$ cat src/hw/smcg_pkg.sv
// Package: sleep mode encodings and clock enable layout
package smcg_pkg;

  typedef enum logic [2:0] {
    SMCG_IDLE    = 3'h0,
    SMCG_ADCNR   = 3'h1,
    SMCG_PDOWN   = 3'h2,
    SMCG_PSAVE   = 3'h3,
    SMCG_STBY    = 3'h6,
    SMCG_XSTBY   = 3'h7
  } smcg_mode_t;

  typedef enum logic [1:0] {
    SMCG_ST_RUN   = 2'h0,
    SMCG_ST_ENTER = 2'h1,
    SMCG_ST_SLEEP = 2'h3
  } smcg_state_t;

  // One enable per clock domain / function group
  typedef struct packed {
    logic cpu;
    logic mem;
    logic io;
    logic adc;
    logic osc;
    logic async_tmr;
  } smcg_en_t;

  localparam smcg_en_t SMCG_EN_ALL = 6'h3f;
  localparam smcg_en_t SMCG_EN_RST = 6'h3f;

  // Synchroniser depth for the pin-side wake request
  localparam int SMCG_SYNC_STAGES = 2;

endpackage : smcg_pkg

$ cat src/hw/smcg_sync.sv
// Two flip-flop level synchroniser
`timescale 1ns/10ps
`default_nettype none
module smcg_sync
  import smcg_pkg::*;
#(
  parameter int WIDTH = 1
)(
  input  wire logic             mclk,   // System clock
  input  wire logic             rst,    // Sync reset, active high
  input  wire logic [WIDTH-1:0] d_in,   // Asynchronous level
  output logic      [WIDTH-1:0] q_out   // Synchronised level
);

  logic [WIDTH-1:0] meta_q;
  logic [WIDTH-1:0] meta_d;
  logic [WIDTH-1:0] sync_q;
  logic [WIDTH-1:0] sync_d;

  // Build-time guard on the width
  if (WIDTH < 1)
  begin : g_width_chk
    $error("Synchroniser needs a width of at least one");
  end

  always_comb
  begin
    meta_d = d_in;
    sync_d = meta_q;
  end

  always_ff @(posedge mclk)
  begin
    if (rst)
    begin
      meta_q <= '0;
      sync_q <= '0;
    end
    else
    begin
      meta_q <= meta_d;
      sync_q <= sync_d;
    end
  end

  assign q_out = sync_q;

endmodule : smcg_sync
`default_nettype wire

$ cat src/hw/smcg_ctrl.sv
// Sleep mode controller: per-domain clock enables for six sleep modes
//
// Summary of operation
// - Software picks one of six sleep modes: idle, converter noise cut, power-save, power-down, standby, extended standby.
// - Idle stops the core while memory, timers, serial port and interrupts run on.
// - Power-down keeps register state, stops the oscillator and all else until interrupt or reset.
// - Power-save keeps only the asynchronous timer running.
// - Converter noise cut stops core and all I/O except the asynchronous timer and converter.
// - Standby keeps the main oscillator running while everything else sleeps.
// - Extended standby keeps the main oscillator and the asynchronous timer running.
`timescale 1ns/10ps
`default_nettype none
module smcg_ctrl
  import smcg_pkg::*;
(
  input  wire logic       mclk,        // 200 MHz system clock
  input  wire logic       rst,         // Sync reset, active high
  input  wire logic       sleep_req,   // Core sleep instruction, pulse
  input  wire logic       sleep_en,    // Sleep permitted
  input  wire logic [2:0] sleep_mode,  // Requested mode code
  input  wire logic       irq_int,     // Enabled internal interrupt
  input  wire logic       irq_pin,     // Asynchronous wake interrupt pin
  output smcg_en_t        clk_en,      // Per-domain clock enables
  output logic            asleep,      // Device in a sleep mode
  output smcg_mode_t      mode_act,    // Mode being held
  output logic            wake_pulse   // One cycle on wake-up
);

  logic        irq_pin_s;
  logic        wake;
  logic        mode_ok;
  smcg_state_t st_q;
  smcg_state_t st_d;
  smcg_mode_t  mode_q;
  smcg_mode_t  mode_d;
  smcg_en_t    en_q;
  smcg_en_t    en_d;
  smcg_en_t    sleep_map;
  logic        wake_q;
  logic        wake_d;

  smcg_sync #(
    .WIDTH (1)
  ) u_irq_sync (
    .mclk  (mclk),
    .rst   (rst),
    .d_in  (irq_pin),
    .q_out (irq_pin_s)
  );

  assign wake = irq_int | irq_pin_s;

  // Build-time guards on the shared constants
  if (SMCG_SYNC_STAGES != 2)
  begin : g_sync_depth_chk
    $error("Wake synchroniser is built with two stages only");
  end
  if (SMCG_EN_RST != SMCG_EN_ALL)
  begin : g_rst_map_chk
    $error("Reset must leave every domain enabled");
  end

  // Legal mode codes only
  always_comb
  begin
    unique case (sleep_mode)
      SMCG_IDLE, SMCG_ADCNR, SMCG_PDOWN,
      SMCG_PSAVE, SMCG_STBY, SMCG_XSTBY: mode_ok = 1'b1;
      default:                           mode_ok = 1'b0;
    endcase
  end

  // Enables held in each sleep mode, every domain spelled out
  always_comb
  begin
    sleep_map = SMCG_EN_ALL;
    unique case (mode_q)
      SMCG_IDLE:
      begin
        sleep_map.cpu       = 1'b0;
        sleep_map.mem       = 1'b1;
        sleep_map.io        = 1'b1;
        sleep_map.adc       = 1'b1;
        sleep_map.osc       = 1'b1;
        sleep_map.async_tmr = 1'b1;
      end
      SMCG_ADCNR:
      begin
        sleep_map.cpu       = 1'b0;
        sleep_map.mem       = 1'b1;
        sleep_map.io        = 1'b0;
        sleep_map.adc       = 1'b1;
        sleep_map.osc       = 1'b1;
        sleep_map.async_tmr = 1'b1;
      end
      SMCG_PDOWN:
      begin
        sleep_map.cpu       = 1'b0;
        sleep_map.mem       = 1'b0;
        sleep_map.io        = 1'b0;
        sleep_map.adc       = 1'b0;
        sleep_map.osc       = 1'b0;
        sleep_map.async_tmr = 1'b0;
      end
      SMCG_PSAVE:
      begin
        sleep_map.cpu       = 1'b0;
        sleep_map.mem       = 1'b0;
        sleep_map.io        = 1'b0;
        sleep_map.adc       = 1'b0;
        sleep_map.osc       = 1'b0;
        sleep_map.async_tmr = 1'b1;
      end
      SMCG_STBY:
      begin
        sleep_map.cpu       = 1'b0;
        sleep_map.mem       = 1'b0;
        sleep_map.io        = 1'b0;
        sleep_map.adc       = 1'b0;
        sleep_map.osc       = 1'b1;
        sleep_map.async_tmr = 1'b0;
      end
      SMCG_XSTBY:
      begin
        sleep_map.cpu       = 1'b0;
        sleep_map.mem       = 1'b0;
        sleep_map.io        = 1'b0;
        sleep_map.adc       = 1'b0;
        sleep_map.osc       = 1'b1;
        sleep_map.async_tmr = 1'b1;
      end
      default:
        sleep_map = SMCG_EN_ALL;
    endcase
  end

  // Sleep state and held mode
  always_comb
  begin
    st_d   = st_q;
    mode_d = mode_q;
    unique case (st_q)
      SMCG_ST_RUN:
      begin
        if (sleep_req && sleep_en && mode_ok && !wake)
        begin
          mode_d = smcg_mode_t'(sleep_mode);
          st_d   = SMCG_ST_ENTER;
        end
      end
      SMCG_ST_ENTER:
      begin
        if (wake)
          st_d = SMCG_ST_RUN;
        else
          st_d = SMCG_ST_SLEEP;
      end
      SMCG_ST_SLEEP:
      begin
        if (wake)
          st_d = SMCG_ST_RUN;
      end
      default:
        st_d = SMCG_ST_RUN;
    endcase
  end

  // Domain enables and wake strobe; a wake during entry drops no clock
  always_comb
  begin
    en_d   = en_q;
    wake_d = 1'b0;
    unique case (st_q)
      SMCG_ST_RUN:
        en_d = SMCG_EN_ALL;
      SMCG_ST_ENTER,
      SMCG_ST_SLEEP:
      begin
        if (wake)
        begin
          en_d   = SMCG_EN_ALL;
          wake_d = 1'b1;
        end
        else
        begin
          en_d = sleep_map;
        end
      end
      default:
        en_d = SMCG_EN_ALL;
    endcase
  end

  always_ff @(posedge mclk)
  begin
    if (rst)
    begin
      st_q   <= SMCG_ST_RUN;
      mode_q <= SMCG_IDLE;
    end
    else
    begin
      st_q   <= st_d;
      mode_q <= mode_d;
    end
  end

  always_ff @(posedge mclk)
  begin
    if (rst)
    begin
      en_q   <= SMCG_EN_RST;
      wake_q <= 1'b0;
    end
    else
    begin
      en_q   <= en_d;
      wake_q <= wake_d;
    end
  end

  assign clk_en     = en_q;
  assign asleep     = (st_q == SMCG_ST_SLEEP);
  assign mode_act   = mode_q;
  assign wake_pulse = wake_q;

endmodule : smcg_ctrl
`default_nettype wire

$ cat config.mk
export PLATFORM = sky130hd
export DESIGN_NAME = smcg_ctrl
export DESIGN_NICKNAME = d
export VERILOG_FILES = /design/src/hw/smcg_pkg.sv /design/src/hw/smcg_sync.sv /design/src/hw/smcg_ctrl.sv
export SDC_FILE = /design/constraint.sdc
export NUM_CORES = 1
export LEC_CHECK = 0
export BUFFER_PORTS_ARGS = -buffer_cell sky130_fd_sc_hd__buf_2
export CAP_MARGIN = 20
export CORE_AREA = 4 4 41 43
export CTS_CLUSTER_SIZE = 16
export DETAILED_ROUTE_END_ITERATION = 7
export DIE_AREA = 0 0 45 47
export GPL_TIMING_DRIVEN = 0
export PLACE_DENSITY = 0.72
export SYNTH_ARGS = -nofsm -noshare
export SYNTH_HDL_FRONTEND = slang
export SYNTH_SLANG_ARGS = --single-unit
$ cat constraint.sdc
create_clock -name mclk -period 3.3 [get_ports mclk]
set_input_delay 0.33 -clock mclk [delete_from_list [all_inputs] [get_ports mclk]]
set_output_delay 0.33 -clock mclk [all_outputs]
set_load 0.005 [all_outputs]
==> results.py <==
metrics = {
    "outcome": {
        "status": "completed",
    },
    "sta": {
        "fmax_ghz": 0.819,
        "setup_tns_ns": 0,
        "timing.clock.skew_ns": 0.00132,
        "final_hold_viol_count": 0,
        "worst_case_headroom_to_the_max_slew_limit_pct": 78.7,
        "period_needed_ns": 1.22,
        "timing.final.crit_share_pct": 37.0,
        "final_setup_violating_endpoints": 0,
        "timing.final.max_slew_violations": 0,
        "worst_slew_pin_slew_ns": 0.319,
        "hold_slack_ns": 0.264,
        "grt_setup_unrepaired": "false",
        "worst_slack_ns": 2.08,
    },
    "placed_design": {
        "portbufs": 19,
        "pre_cts_ws_ns": 2.08,
        "post-dp-hpwl_um": 633,
        "globalplace.congestion": 0.821,
    },
    "yosys": {
        "yosysTopAreaCellShare_pct": 57.1,
        "synth.largest_area_cell": "dfxtp_1",
        "synth_seq_area_share_pct": 57.1,
        "mapped_nets": 51,
        "ys_warn_count": 0,
        "avgSynthCellArea_um2": 10.8,
        "netlist_instances": 42,
        "synth.area.top_cells": "dfxtp_1, and2b_1, and4bb_4",
        "synthesis.area_um2": 455,
        "postSynthRegisterBits": 13,
        "synth.distinct_cells": 21,
    },
    "flow_run": {
        "cap_viol_max_count": 0,
    },
    "worst_setup_path": {
        "cp_data_required_time_ns": 2.97,
        "cp-start-kind": "flop",
        "worst-endpoint-arrival_ns": 0.89,
        "r2r-start": "u_irq_sync.q_out$_SDFF_PP0_",
        "rrSetupSlack_ns": 2.20,
        "timing.rr.end": "clk_en[5]$_SDFF_PP1_",
        "setup.worst_path.end_class": "output port",
        "worstPathMaxFanout": 4,
        "critical_path_type": "reg -> out",
        "rr_worst_depth": 4,
    },
    "clock_tree": {
        "clock_path_buffers": 2,
        "cts_num_sinks": 13,
        "cts_tree": "yes",
        "cts_root_buffer": "clkbuf_4",
        "htreeDepth": 1,
        "numCtsBuffers": 3,
        "postCtsSetupBuffers": 0,
        "cts_hold_buffers": 0,
        "clock_latency_ns": 0.26,
        "cells_resized_by_post_cts_repair": 0,
        "clock_slew_at_reported_path_ffs_ns": 0.07,
    },
    "hold_path": {
        "worstHoldEndpoint": "u_irq_sync.meta_q$_SDFF_PP0_",
        "timing.hold.worst_path_depth": 2,
        "hp-start": "irq_pin",
        "worst_hold_path_type": "in -> reg",
    },
    "routing": {
        "routed_wire_length_per_instance_um": 9.74,
        "postRouteWirelength_um": 779,
        "drtAntennaViolNets": 0,
        "vias_per_cell": 4.61,
        "firstDrtPassIters": 4,
        "via_count": 369,
        "drt_iter0_drc": 2,
        "number_of_remaining_drc_errors": 0,
    },
    "pwr": {
        "leakage_power_figure_nw": 0.273,
        "peak_vdd_ir_mv": 0.227,
        "p_sw_share_pct": 20.8,
        "power.switching_w": 0.0000567,
        "internal_power_w": 0.000216,
        "clockPowerShare_pct": 34.3,
        "power_frac_seq_pct": 59.2,
        "power.combinational.fraction_pct": 6.5,
        "power_density_nw_per_um2": 458,
    },
    "grt": {
        "grt_util_all_layers_pct": 8.19,
        "antenna_found_initial": 0,
        "grt_start_max_net_pins": 8,
        "first_global_vias": 305,
        "grt_first_pass_wirelength_mm": 1.17,
        "grt_overflow": 0,
    },
    "layout": {
        "num-nets-final": 75,
        "multi_input_area_um2": 165,
        "fill_cell_total_of_the_finished_layout": 137,
        "n_antenna_cell": 0,
        "seqCellArea_um2": 260,
        "area.growth.synth_to_final_pct": 30.8,
        "drive_gt1_share_pct": 44.6,
    },
    "floorplan": {
        "die_h_um": 47,
        "pin_count": 20,
        "core_area_um2": 1300,
        "placementRows": 13,
        "floorplan.die_area_um2": 2120,
        "initial_core_util_pct": 35.0,
        "die_w_um": 45,
    },
}
-- layout make-up --
class / instances / area share, %
sequential: 13 / 43.7
buffer: 2 / 3.15
clock buffer: 4 / 4.41
timing repair buffer: 19 / 16.0
tap: 15 / 3.15
multi-input combinational: 24 / 27.7
inverter: 3 / 1.89
-- Yosys cell counts --
| library cell | count |
|---|---|
| a21o_2 | 1 |
| a311oi_1 | 1 |
| a31o_1 | 1 |
| and2_2 | 1 |
| and2b_1 | 3 |
| and3_1 | 1 |
| and3_4 | 1 |
| and4bb_4 | 1 |
| buf_4 | 1 |
| buf_6 | 1 |
| dfxtp_1 | 13 |
| inv_1 | 2 |
| inv_2 | 1 |
| nand2_1 | 2 |
| nand3_1 | 2 |
| nand4_1 | 2 |
| nor2_1 | 2 |
| nor3b_1 | 1 |
| o21ai_0 | 3 |
| o31ai_1 | 1 |
| or2b_1 | 1 |
-- metal layers --
metal  GRT usage, %  vias to the layer above  part of all wire, %
li1               -                      193                    -
met1           9.51                      155                   45
met2           11.3                       19                   41
met3           3.83                        2                   13
met4           7.02                        0                 0.77
met5              0                        -                    0
-- flip-flops by register name (all words and copies together), names as in the netlist --
signal             flops
clk_en                 5
mode_act               3
st_q                   2
u_irq_sync.meta_q      1
u_irq_sync.q_out       1
wake_pulse             1
-- power groups by stage --
stage / Combinational (W) / Clock, W / Sequential [W]
after global routing: 0.0000200 / 0.000107 / 0.000162
after floorplan: 0.00000926 / 0 / 0.000165
after detailed placement: 0.0000180 / 0 / 0.000165
final: 0.0000178 / 0.0000935 / 0.000161
after global placement: 0.0000176 / 0 / 0.000165
after CTS: 0.0000180 / 0.0000980 / 0.000161
-- worst max-delay path by stage --
stage | startpoint | to | slack [ns] | cells after the start
3_5_place_dp | irq_int | clk_en[5]$_SDFF_PP1_ | 2.08 | 5
5_1_grt | st_q[0]$_SDFFE_PP0P_ | asleep | 2.04 | 2
4_1_cts | st_q[0]$_SDFFE_PP0P_ | asleep | 2.07 | 2
6_report | st_q[0]$_SDFFE_PP0P_ | asleep | 2.08 | 2
3_3_place_gp | irq_int | clk_en[3]$_SDFF_PP1_ | 2.08 | 5
2_1_floorplan | sleep_mode[2] | mode_act[0]$_SDFFE_PP0P_ | 2.24 | 3
-- kinds of logic after synthesis --
| family | count (synthesis) | synth area share (%) |
|---|---|---|
| simple gates | 17 | 25.6 |
| buf+inv | 5 | 6.59 |
| compound gates | 7 | 10.7 |
| flops | 13 | 57.1 |
-- per-stage QoR --
stage               area (um2)  instances  util [%]  power (W)
floorplan                  455         42         -   0.000174
global placement           569         76      43.8   0.000183
detailed placement         569         76      43.8   0.000183
CTS                        596         80      45.8   0.000278
global route               596         80      45.8   0.000289
finish                     596         80      45.8   0.000273
-- worst max-delay path: stages (launching register included) --
cell	delay, ns
dfxtp_1	0.33
and2_2	0.18
buf_2	0.12
-- cells in the final DEF (no fill, tap or decap) --
master	count
buf_2	19
or2b_1	1
and2b_1	3
o31ai_1	1
buf_6	1
nand2_1	2
o21ai_0	3
and2_2	1
nor2_1	2
and3_1	1
clkbuf_4	3
and4bb_4	1
nand3_1	2
a31o_1	1
buf_4	1
nor3b_1	1
inv_1	2
dfxtp_1	13
nand4_1	2
and3_4	1
clkbuf_1	1
a311oi_1	1
a21o_2	1
inv_2	1
(Power assumes the default switching activity.)
